==> src/design/klfs_pkg.sv <==
// Package of constants and types for the key lock and fault supervisor.
package klfs_pkg;
    localparam int unsigned CLK_HZ          = 20000000;
    localparam int unsigned FLASH_PERIOD_MS = 1000;
    localparam int unsigned FLASH_HALF_CYC  = (CLK_HZ / 1000) * FLASH_PERIOD_MS / 2;
    localparam logic [31:0] FLASH_HALF_DEF  = 32'(FLASH_HALF_CYC);
    localparam logic [11:0] ADDR_CTRL       = 12'h000;
    localparam logic [11:0] ADDR_LEVEL      = 12'h004;
    localparam logic [11:0] ADDR_STATUS     = 12'h008;
    localparam logic [11:0] ADDR_MASK       = 12'h00c;
    localparam logic [11:0] ADDR_THR1       = 12'h010;
    localparam logic [11:0] ADDR_THR2       = 12'h014;
    localparam logic [11:0] ADDR_CNT1       = 12'h018;
    localparam logic [11:0] ADDR_CNT2       = 12'h01c;
    localparam logic [11:0] ADDR_FLT        = 12'h020;
    localparam logic [2:0]  LEVEL_RST       = 3'h1;
    localparam logic [13:0] THR_MAX         = 14'h270f;
    localparam logic [9:0]  KILO            = 10'h3e7;
    localparam int          ST_UNDER        = 0;
    localparam int          ST_OVER         = 1;
    localparam int          ST_CPU          = 2;
    localparam int          ST_RAM          = 3;
    localparam int          ST_NVM          = 4;
    localparam int          ST_ALARM        = 5;
    localparam int          NST             = 6;
    localparam logic [3:0]  CODE_NONE       = 4'h0;
    localparam logic [3:0]  CODE_CPU        = 4'h1;
    localparam logic [3:0]  MEMORY_FAULT_CODE = 4'h2;
    localparam logic [3:0]  OUTPUT_COUNT_ALARM_CODE = 4'h3;
    localparam logic [3:0]  CODE_NVM        = 4'h4;
    localparam logic [24:0] UNDER6          = 25'h001869f;
    localparam logic [24:0] UNDER4          = 25'h00003e7;
    localparam logic [24:0] OVER6           = 25'h00f423f;
    localparam logic [24:0] OVER4           = 25'h000270f;
endpackage

==> src/design/klfs_top.sv <==
// Key lock and fault supervisor top with APB registers.
`timescale 1ns/100ps
// How it works
// - Key restrictions apply only while the protect switch is on.
// - Mode change keys are ignored at every protect level.
// - Display switching works at levels 1 to 4 and is blocked at 5 to 7, level 1 being default.
// - Reset key works at levels 1, 3, 6 and up/down keys at levels 1, 2, 6, 7.
// - Underflow is flagged below -99999 on six digits or -999 on four digits.
// - Overflow above 999999 or 9999 is flagged only in the listed modes or dual or tachometer use.
// - Under or overflow keeps outputs and flashes the main display at one second, cleared by reset.
// - In tachometer use overflow is not cleared by reset.
// - Processor fault shows its code, blanks the sub display, forces outputs off, cleared by reset key.
// - Working memory fault shows its code, blank sub display, outputs off, cleared only by power on.
// - Non-volatile memory fault forces outputs off and reset key restores factory settings.
// - Each alarm threshold is 0 to 9999 thousands and zero disables it.
// - Alarm rises when either output count exceeds its threshold with outputs unchanged.
// - While the alarm shows, the display alternates normal content and the alarm code.
// - Reset key does not clear the output counts, which keep counting.
// - After reset key the alarm code is no longer shown.
module klfs_top (
    input  wire logic        clock,
    input  wire logic        rstn,
    input  wire logic        psel,
    input  wire logic        penable,
    input  wire logic        pwrite,
    input  wire logic [11:0] paddr,
    input  wire logic [31:0] pwdata,
    output logic [31:0]      prdata,
    output logic             pready,
    output logic             pslverr,
    input  wire logic        protect_sw,
    input  wire logic        key_mode,
    input  wire logic        key_disp,
    input  wire logic        key_reset,
    input  wire logic        key_updn,
    input  wire logic        reset_in,
    input  wire logic        cpu_fault,
    input  wire logic        ram_fault,
    input  wire logic        nvm_fault,
    input  wire logic        out1_on,
    input  wire logic        out2_on,
    input  wire logic        pv_neg,
    input  wire logic [23:0] pv_mag,
    output logic             mode_req,
    output logic             disp_req,
    output logic             reset_req,
    output logic             updn_req,
    output logic             factory_req,
    output logic             outputs_off,
    output logic             outputs_hold,
    output logic             main_blank,
    output logic             sub_blank,
    output logic [3:0]       fault_code,
    output logic             irq
);
    import klfs_pkg::*;

    ////////////////////////////////////////////////////////////////////////////
    // Pin synchronisers and state.
    localparam int NS = 12;
    typedef struct packed {
        logic [NS-1:0] s1;
        logic [NS-1:0] s2;
        logic [NS-1:0] s3;
        logic [2:0]    level;
        logic          six_digit;
        logic          tacho;
        logic          ovf_mode;
        logic [NST-1:0] status;
        logic [NST-1:0] mask;
        logic [13:0]   thr1;
        logic [13:0]   thr2;
        logic [9:0]    sub1;
        logic [9:0]    sub2;
        logic [13:0]   cnt1;
        logic [13:0]   cnt2;
        logic          under;
        logic          over;
        logic          cpu;
        logic          ram;
        logic          nvm;
        logic          alarm_show;
        logic [31:0]   flash_cnt;
        logic          phase;
        logic [31:0]   prdata;
        logic          pready;
        logic          pslverr;
        logic          mode_req;
        logic          disp_req;
        logic          reset_req;
        logic          updn_req;
        logic          factory_req;
        logic          outputs_off;
        logic          outputs_hold;
        logic          main_blank;
        logic          sub_blank;
        logic [3:0]    fault_code;
        logic          irq;
    } klfs_state_s;

    klfs_state_s st_r;
    klfs_state_s st_nxt;
    logic allow_mode;
    logic allow_disp;
    logic allow_reset;
    logic allow_updn;

    klfs_gate u_gate (
        .protect_on  (st_r.s2[0]),
        .level       (st_r.level),
        .allow_mode  (allow_mode),
        .allow_disp  (allow_disp),
        .allow_reset (allow_reset),
        .allow_updn  (allow_updn)
    );

    ////////////////////////////////////////////////////////////////////////////
    // Next state.
    always_comb begin
        logic [NS-1:0] rise;
        logic          rkey;
        logic          clr;
        logic          wr;
        logic          rd;
        logic [24:0]   ulim;
        logic [24:0]   olim;
        logic          ev_alarm;
        logic          a1;
        logic          a2;
        logic [NST-1:0] ev;
        logic          any_pv;
        st_nxt = st_r;
        st_nxt.s1 = {key_mode, pv_neg, out2_on, out1_on, nvm_fault, ram_fault, cpu_fault,
                     reset_in, key_updn, key_reset, key_disp, protect_sw};
        st_nxt.s2 = st_r.s1;
        st_nxt.s3 = st_r.s2;
        rise = st_r.s2 & ~st_r.s3;
        rkey = rise[2] && allow_reset;
        clr  = rkey || rise[4];
        wr   = psel && penable && pwrite;
        rd   = psel && !penable && !pwrite;
        ulim = st_r.six_digit ? UNDER6 : UNDER4;
        olim = st_r.six_digit ? OVER6 : OVER4;
        // Output ON counts in thousands; never cleared by the reset key.
        st_nxt.sub1 = (rise[8]) ? ((st_r.sub1 == KILO) ? 10'h000 : st_r.sub1 + 10'h001) : st_r.sub1;
        st_nxt.sub2 = (rise[9]) ? ((st_r.sub2 == KILO) ? 10'h000 : st_r.sub2 + 10'h001) : st_r.sub2;
        if (rise[8] && st_r.sub1 == KILO && st_r.cnt1 != 14'h3fff) begin
            st_nxt.cnt1 = st_r.cnt1 + 14'h0001;
        end
        if (rise[9] && st_r.sub2 == KILO && st_r.cnt2 != 14'h3fff) begin
            st_nxt.cnt2 = st_r.cnt2 + 14'h0001;
        end
        a1 = st_r.thr1 != 14'h0000 && st_r.cnt1 > st_r.thr1;
        a2 = st_r.thr2 != 14'h0000 && st_r.cnt2 > st_r.thr2;
        ev_alarm = (a1 || a2) && !st_r.status[ST_ALARM];
        any_pv = st_r.under || st_r.over;
        // Present value limits.
        if (st_r.s2[10] && {1'b0, pv_mag} > ulim) begin
            st_nxt.under = 1'b1;
        end else if (clr && st_r.under) begin
            st_nxt.under = 1'b0;
        end
        if (!st_r.s2[10] && {1'b0, pv_mag} > olim && (st_r.ovf_mode || st_r.tacho)) begin
            st_nxt.over = 1'b1;
        end else if (clr && st_r.over && !st_r.tacho) begin
            st_nxt.over = 1'b0;
        end
        if (st_r.s2[5]) begin
            st_nxt.cpu = 1'b1;
        end else if (rkey) begin
            st_nxt.cpu = 1'b0;
        end
        if (st_r.s2[6]) begin
            st_nxt.ram = 1'b1;
        end
        if (st_r.s2[7]) begin
            st_nxt.nvm = 1'b1;
        end else if (rkey) begin
            st_nxt.nvm = 1'b0;
        end
        if (a1 || a2) begin
            if (rkey) begin
                st_nxt.alarm_show = 1'b0;
            end else if (ev_alarm) begin
                st_nxt.alarm_show = 1'b1;
            end
        end else begin
            st_nxt.alarm_show = 1'b0;
        end
        // One second flash and alternate phase.
        if (st_r.flash_cnt >= FLASH_HALF_DEF - 32'h1) begin
            st_nxt.flash_cnt = 32'h0;
            st_nxt.phase = !st_r.phase;
        end else begin
            st_nxt.flash_cnt = st_r.flash_cnt + 32'h1;
        end
        ev = {ev_alarm, st_r.nvm ^ st_nxt.nvm && st_nxt.nvm, !st_r.ram && st_nxt.ram,
              !st_r.cpu && st_nxt.cpu, !st_r.over && st_nxt.over, !st_r.under && st_nxt.under};
        st_nxt.status = (st_r.status & ~((psel && penable && pwrite && paddr == ADDR_STATUS)
                        ? pwdata[NST-1:0] : '0)) | ev;
        // Register writes.
        if (wr) begin
            case (paddr)
                ADDR_CTRL: begin
                    st_nxt.six_digit = pwdata[0];
                    st_nxt.tacho     = pwdata[1];
                    st_nxt.ovf_mode  = pwdata[2];
                end
                ADDR_LEVEL: begin
                    if (pwdata[2:0] != 3'h0) begin
                        st_nxt.level = pwdata[2:0];
                    end
                end
                ADDR_MASK: st_nxt.mask = pwdata[NST-1:0];
                ADDR_THR1: st_nxt.thr1 = (pwdata > {18'h0, THR_MAX}) ? THR_MAX : pwdata[13:0];
                ADDR_THR2: st_nxt.thr2 = (pwdata > {18'h0, THR_MAX}) ? THR_MAX : pwdata[13:0];
                default: begin
                end
            endcase
        end
        if (st_r.nvm && rkey) begin
            st_nxt.level = LEVEL_RST;
            st_nxt.thr1  = 14'h0000;
            st_nxt.thr2  = 14'h0000;
        end
        // APB answer, no wait cycle.
        st_nxt.pready = psel && !penable;
        st_nxt.pslverr = 1'b0;
        if (rd) begin
            case (paddr)
                ADDR_CTRL:   st_nxt.prdata = {29'h0, st_r.ovf_mode, st_r.tacho, st_r.six_digit};
                ADDR_LEVEL:  st_nxt.prdata = {29'h0, st_r.level};
                ADDR_STATUS: st_nxt.prdata = {26'h0, st_r.status};
                ADDR_MASK:   st_nxt.prdata = {26'h0, st_r.mask};
                ADDR_THR1:   st_nxt.prdata = {18'h0, st_r.thr1};
                ADDR_THR2:   st_nxt.prdata = {18'h0, st_r.thr2};
                ADDR_CNT1:   st_nxt.prdata = {18'h0, st_r.cnt1};
                ADDR_CNT2:   st_nxt.prdata = {18'h0, st_r.cnt2};
                ADDR_FLT:    st_nxt.prdata = {26'h0, st_r.alarm_show, st_r.nvm, st_r.ram,
                                              st_r.cpu, st_r.over, st_r.under};
                default: begin
                    st_nxt.prdata  = 32'h0;
                    st_nxt.pslverr = 1'b1;
                end
            endcase
        end else if (!psel) begin
            st_nxt.prdata = 32'h0;
        end
        if (psel && !penable && pwrite) begin
            st_nxt.pslverr = !(paddr inside {ADDR_CTRL, ADDR_LEVEL, ADDR_STATUS, ADDR_MASK,
                                              ADDR_THR1, ADDR_THR2, ADDR_CNT1, ADDR_CNT2, ADDR_FLT});
        end
        // Key requests.
        st_nxt.mode_req  = rise[11] && allow_mode;
        st_nxt.disp_req  = rise[1] && allow_disp;
        st_nxt.reset_req = rkey || rise[4];
        st_nxt.updn_req  = rise[3] && allow_updn;
        st_nxt.factory_req = st_r.nvm && rkey;
        // Display and outputs.
        st_nxt.outputs_off  = st_r.cpu || st_r.ram || st_r.nvm;
        st_nxt.outputs_hold = any_pv || st_r.status[ST_ALARM];
        st_nxt.sub_blank    = st_r.cpu || st_r.ram;
        st_nxt.main_blank   = !(st_r.cpu || st_r.ram || st_r.nvm) && any_pv && st_r.phase;
        if (st_r.ram) begin
            st_nxt.fault_code = MEMORY_FAULT_CODE;
        end else if (st_r.cpu) begin
            st_nxt.fault_code = CODE_CPU;
        end else if (st_r.nvm) begin
            st_nxt.fault_code = CODE_NVM;
        end else if (st_r.alarm_show && st_r.phase) begin
            st_nxt.fault_code = OUTPUT_COUNT_ALARM_CODE;
        end else begin
            st_nxt.fault_code = CODE_NONE;
        end
        st_nxt.irq = |(st_r.status & st_r.mask);
    end

    ////////////////////////////////////////////////////////////////////////////
    // Registers.
    always_ff @(posedge clock or negedge rstn) begin
        if (!rstn) begin
            st_r       <= '0;
            st_r.level <= LEVEL_RST;
        end else begin
            st_r <= st_nxt;
        end
    end

    assign prdata      = st_r.prdata;
    assign pready      = st_r.pready;
    assign pslverr     = st_r.pslverr;
    assign mode_req    = st_r.mode_req;
    assign disp_req    = st_r.disp_req;
    assign reset_req   = st_r.reset_req;
    assign updn_req    = st_r.updn_req;
    assign factory_req = st_r.factory_req;
    assign outputs_off = st_r.outputs_off;
    assign outputs_hold = st_r.outputs_hold;
    assign main_blank  = st_r.main_blank;
    assign sub_blank   = st_r.sub_blank;
    assign fault_code  = st_r.fault_code;
    assign irq         = st_r.irq;
endmodule

==> src/design/klfs_gate.sv <==
// Key gating by key protection level.
`timescale 1ns/100ps
module klfs_gate (
    input  wire logic       protect_on,
    input  wire logic [2:0] level,
    output logic            allow_mode,
    output logic            allow_disp,
    output logic            allow_reset,
    output logic            allow_updn
);
    import klfs_pkg::*;
    always_comb begin
        allow_mode  = !protect_on;
        allow_disp  = !protect_on || (level >= 3'h1 && level <= 3'h4);
        allow_reset = !protect_on || level == 3'h1 || level == 3'h3 || level == 3'h6;
        allow_updn  = !protect_on || level == 3'h1 || level == 3'h2 || level == 3'h6 || level == 3'h7;
    end
endmodule

==> config.mk <==
export PLATFORM = sky130hd
export DESIGN_NAME = klfs_top
export DESIGN_NICKNAME = d
export VERILOG_FILES = /design/src/design/klfs_pkg.sv /design/src/design/klfs_top.sv /design/src/design/klfs_gate.sv
export SDC_FILE = /design/constraint.sdc
export NUM_CORES = 1
export LEC_CHECK = 0
export BUFFER_PORTS_ARGS = -buffer_cell sky130_fd_sc_hd__clkbuf_2
export CAP_MARGIN = 15
export CORE_UTILIZATION = 58
export CTS_CLUSTER_DIAMETER = 150
export DETAILED_ROUTE_END_ITERATION = 8
export PLACE_DENSITY = 0.8
export SYNTH_ARGS = -nofsm -noshare
export SYNTH_HDL_FRONTEND = slang
export SYNTH_SLANG_ARGS = --single-unit
==> constraint.sdc <==
create_clock -name clock -period 3.1 [get_ports clock]
set_clock_uncertainty 0.05 [all_clocks]
set_input_delay 0.155 -clock clock [delete_from_list [all_inputs] [get_ports clock]]
set_output_delay 0.155 -clock clock [all_outputs]
set_load 0.02 [all_outputs]
Word-level counts from Yosys, hierarchy flattened. Index checks and enable logic that the tools add are counted.

Magnitude comparators: 8. Add/sub/neg operators: 5. Multiplexer cells: 38. Eq/ne operators: 19. Reductions and logical operators: 77. Bitwise operators: 7.

Operator list (count): case mux 14 bit (9 select lines) (1); 2-to-1 mux 32 bit (3); 2-to-1 mux 28 bit (2); equality test 12 x 5 -> 1 bit (second input constant) (4); 2-to-1 mux 14 bit (3); logical AND 1 bit (33); adder 32 x 1 -> 32 bit (second input constant) (1); >= comparator 32 x 24 -> 1 bit (second input constant) (1); > comparator 32 x 14 -> 1 bit (second input constant) (1); adder 14 x 1 -> 14 bit (second input constant) (2); > comparator 14 bit (2); inequality test 14 bit (second input constant) (2); nonzero test 14 bit (2); equality test 12 x 4 -> 1 bit (second input constant) (2); > comparator 24 x 17 -> 1 bit (1); > comparator 24 x 20 -> 1 bit (1); 2-to-1 mux 3 bit (7); adder 10 x 1 -> 10 bit (second input constant) (2); equality test 10 bit (second input constant) (2); 2-to-1 mux 10 bit (2); 2-to-1 mux 20 bit (1); 2-to-1 mux 17 bit (1); 2-to-1 mux 1 bit (15); logical OR 1 bit (14); 26 further kinds (49).

Output and inout bits: 48. Input bits: 85. Flip-flop bits (word level): 217. Word-level logic and storage cells: 191.

Longest topological paths before layout.
Depth in word-level cells: 12. Depth in mapped cells: 10. Depth with buffers taken out: 8.

Hierarchy. A second synthesis with hierarchy kept.

Cell total of the unflattened synthesis: 943. Area, all modules: 9771.9 um^2.

Modules (own cells, without submodules): klfs_top (seq. area each 4830.9 um^2, area each 9705.6 um^2, cells an instance 933, instances 1); klfs_gate (seq. area each 0.0 um^2, area each 66.3 um^2, cells an instance 10, instances 1).

Least setup slack after synthesis. OpenSTA, ideal clock, no wires.

Path kind: reg-to-reg. Start: reg st_r[177] (netlist bit). End: reg st_r[169] (netlist bit). Arrival time: 2.168 ns. Setup time: 0.121 ns. Path buffers: 0. Slack: 0.761 ns. Clock period less this slack: 2.339 ns. Required time: 2.929 ns. Cell stages (with the launch flop): 8. Path through: dfrtp_1 inv_1 ha_1 a311o_1 a21o_1 a2111oi_0 o21ai_1 a22o_1.

RTL lines: from (decl) (RTL line klfs_top.sv:101) `klfs_state_s st_r;`; from (signal assigned) (RTL line klfs_top.sv:285) `st_r <= st_nxt;`.

==> out/results.env <==
POWER_DENSITY_nW_PER_UM2=477.7
TIGHTEST_SLEW_NS=0.8963
SYNTH_ASYNC_SR_FLOP_SHARE_PCT=100.0
DRT_DRC_VIOLATIONS_LEFT=0
POSTCTSSETUPBUFFERS=0
GRT_MAX_DEGREE=96
ENDPOINT_KIND='flip-flop'
MAXSLEWHEADROOM_PCT=39.69
SYNTH_EDF_COUNT=0
WORST-ENDPOINT-REQUIRED_NS=3.38
YOSYSSEQAREASHARE_PCT=49.12
TNS_NS=0
WORSTSKEWPAIRLATENCY_NS=0.44
YS_FF_LATCH=193
SYNTHESIS.AREA_PER_INSTANCE_UM2=10.50
FINALHOLDVIOLCOUNT=0
FLOORPLAN.DIE.HEIGHT_UM=132.2
CLOCKBUFFERDEPTH=2
CP_MAX_FO=7
HOLD_WS_NS=0.01215
START_UTIL_PCT=59.30
YOSYSWARNINGS=0
YOSYSTOPAREACELLSHARE_PCT=48.85
SETUP_REPAIR_AFTER_GLOBAL_ROUTING_MISSED_ITS_MARGIN='no'
CP-START-KIND='flip-flop'
FINAL_REPORT_MAX_SLEW_VIOLATION_COUNT=0
POST_CTS_RESIZED=0
POST-ROUTE-WORST-SETUP-SLACK_NS=0.4848
GRT_OVERFLOW=0
NETS=1205
SYNTH.MOST_COMMON_CELL='dfrtp_1'
WORSTPATHARRIVAL_NS=2.89
VIA_COUNT=7742
POST_ROUTE_CELLS_DRIVE_ABOVE_1_SHARE_PCT=18.54
PORT-BUFFER-COUNT=113
CELL_ROW_COUNT=47
H_TREE_LEVELS=4
VDD.IR_DROP.WORST_V=0.0004030
TIMING.MAX_CAP.VIOLATIONS=0
CLKTRANSATPATHREGS_NS=0.07
TRITONCTS='built'
POSTCTSHOLDBUFS=20
IO_PINS=133
PLACE_WS_NS=0.5361
TRACK_USAGE_PCT=28.22
AREA_GROWTH_PCT=15.70
CTS-ROOT-BUF='clkbuf_16'
CTS.SINKS=193
N_ANTENNA_CELL=0
POST_DRT_WL_PER_CELL_UM=17.76
P_LEAK_nW=5.158
WORST_SETUP_PATH_TYPE='flip-flop to flip-flop'
FLOORPLAN.DIE_AREA_UM2=17480
YS_TYPES=66
CORE_AREA_UM2=16580
ANTENNA_LEFT=0
CELL_TAKING_THE_MOST_AREA_AFTER_SYNTHESIS='dfrtp_1'
HOLD_PATH_CLASS='input pin to flip-flop'
SYNTH_TOP_CELLS_BY_AREA='dfrtp_1 (49%), ha_1 (6.1%), xnor2_1 (3.6%)'
FINALWEIGHTEDCONGESTION=0.9292
SYN-CELL-AREA_UM2=9834
MOST_USED_STANDARD_CELLS_IN_THE_SYNTHESIZED_NETLIST='dfrtp_1 (192), nand2_1 (78), nor2_1 (63), ha_1 (48), inv_1 (46)'
POST-ROUTE-PERIOD-UTIL_PCT=84.36
POST_SYNTH_INST_COUNT=937
DETAILED_PLACEMENT_WIRELENGTH_ESTIMATE_MM=16.79
WIRE_LENGTH_OF_THE_FIRST_GLOBAL_ROUTING_PASS_MM=38.74
ROUTED_VIA_DENSITY=5.937
DR.PASS1.ITERS=7
NUMCTSBUFFERS=17
CLOCK.FMAX_MHz=382.4
P_TOTAL_mW=5.435
GRT_ANTENNA_BEFORE_REPAIR=0
DOMINANTREGCELLSYNTH='dfrtp_1'
INITIALDRTVIOLATIONCOUNT=603
MIN_PERIOD_NS=2.615
FP.DIEW_UM=132.2
VIAS_IN_THE_FIRST_GLOBAL_ROUTE=7636
DRT-TOTAL-WL_MM=23.16
SETUP-VIOLATIONS-FINAL=0
OUTCOME='complete, no violations'
==> through the flow <==
step,utilization (%),area [µm²],cells
2_1_floorplan,-,9932,963
3_3_place_gp,63.56,10540,1253
3_5_place_dp,63.56,10540,1253
4_1_cts,68.61,11380,1304
5_1_grt,68.61,11380,1304
6_report,68.61,11380,1304
==> power breakdown <==
part	internal (mW)	total (mW)	switching, mW
Combinational	0.153	0.378	0.225
Sequential	2.61	2.70	0.0868
Clock	1.39	2.36	0.970
Total	4.15	5.44	1.28
==> final timing paths <==
path,start,endpoint,slack [ns],cells past startpoint
worst min-delay path,pwdata[8],st_r[157],0.01,2
min in group asynchronous,rstn,st_nxt[190],0.29,2
worst min register to register,st_nxt[202],st_nxt[190],0.30,0
worst max-delay path,st_r[177],st_r[169],0.48,7
worst max register to register,st_r[177],st_r[169],0.48,7
max in group asynchronous,rstn,st_r[49],1.95,3
==> critical path, cell delays in order, from the launching register on <==
cell and delay, ns:
dfrtp_1 0.49, inv_1 0.10, ha_1 0.34, a311o_1 0.28, a21o_1 0.17, a2111oi_0 0.68, o21ai_1 0.16, a22o_1 0.24
==> sequential cells by signal, indices dropped and copies added (netlist names) <==
signal	cells
factory_req	1
st_nxt	24
sub_blank	1
pslverr	1
outputs_hold	1
reset_req	1
mode_req	1
fault_code	3
irq	1
pready	1
st_r	140
updn_req	1
outputs_off	1
main_blank	1
disp_req	1
prdata	14
==> kinds of logic after synthesis <==
group | after synthesis | share of synthesized area, %
compound gates | 170 | 12.51
xor+xnor | 61 | 5.433
other cells | 1 | 0.03813
fa+ha+maj | 48 | 6.107
flops | 193 | 49.12
simple gates | 320 | 17.24
mux | 36 | 3.804
buf+inv | 108 | 5.751
==> layout by cell type (no fill, tap or decap), types with 11 or more instances in the layout <==
cell	synthesis	layout
dfrtp_1	192	192
clkbuf_2	0	112
conb_1	1	27
xor2_1	21	21
nor2_1	63	63
nand2_1	78	78
a22oi_1	15	15
o21ai_0	38	38
o221a_2	14	14
xnor2_1	40	40
nor4_1	18	18
mux2i_1	25	25
dlygate4sd3_1	0	20
inv_1	46	46
ha_1	48	48
nand4_1	31	31
clkbuf_16	0	17
mux2_2	11	11
buf_4	39	17
nand2b_1	11	11
nand3_1	31	31
nor3_1	18	18
and3_1	12	12
a22o_1	19	19
nor2b_1	12	12
a21oi_1	29	29
==> area by class of cell <==
type                    instances  area [µm²]
clock buffers                  19       442.9
inverters                      47       176.4
well taps                     220       275.3
clock inverters                12       195.2
repair buffers                151       922.1
multi-input cells             662        4536
fillers                      1229        5205
flip-flops and latches        193        4831
==> layer usage <==
metal	wire (µm)	GRT usage, %	vias up
li1	-	-	3608
met1	9809	37.26	3786
met2	11350	46.06	303
met3	1426	5.998	45
met4	568	10.47	0
met5	0	0	-
Note: power is estimated with default switching activity, not from simulation.
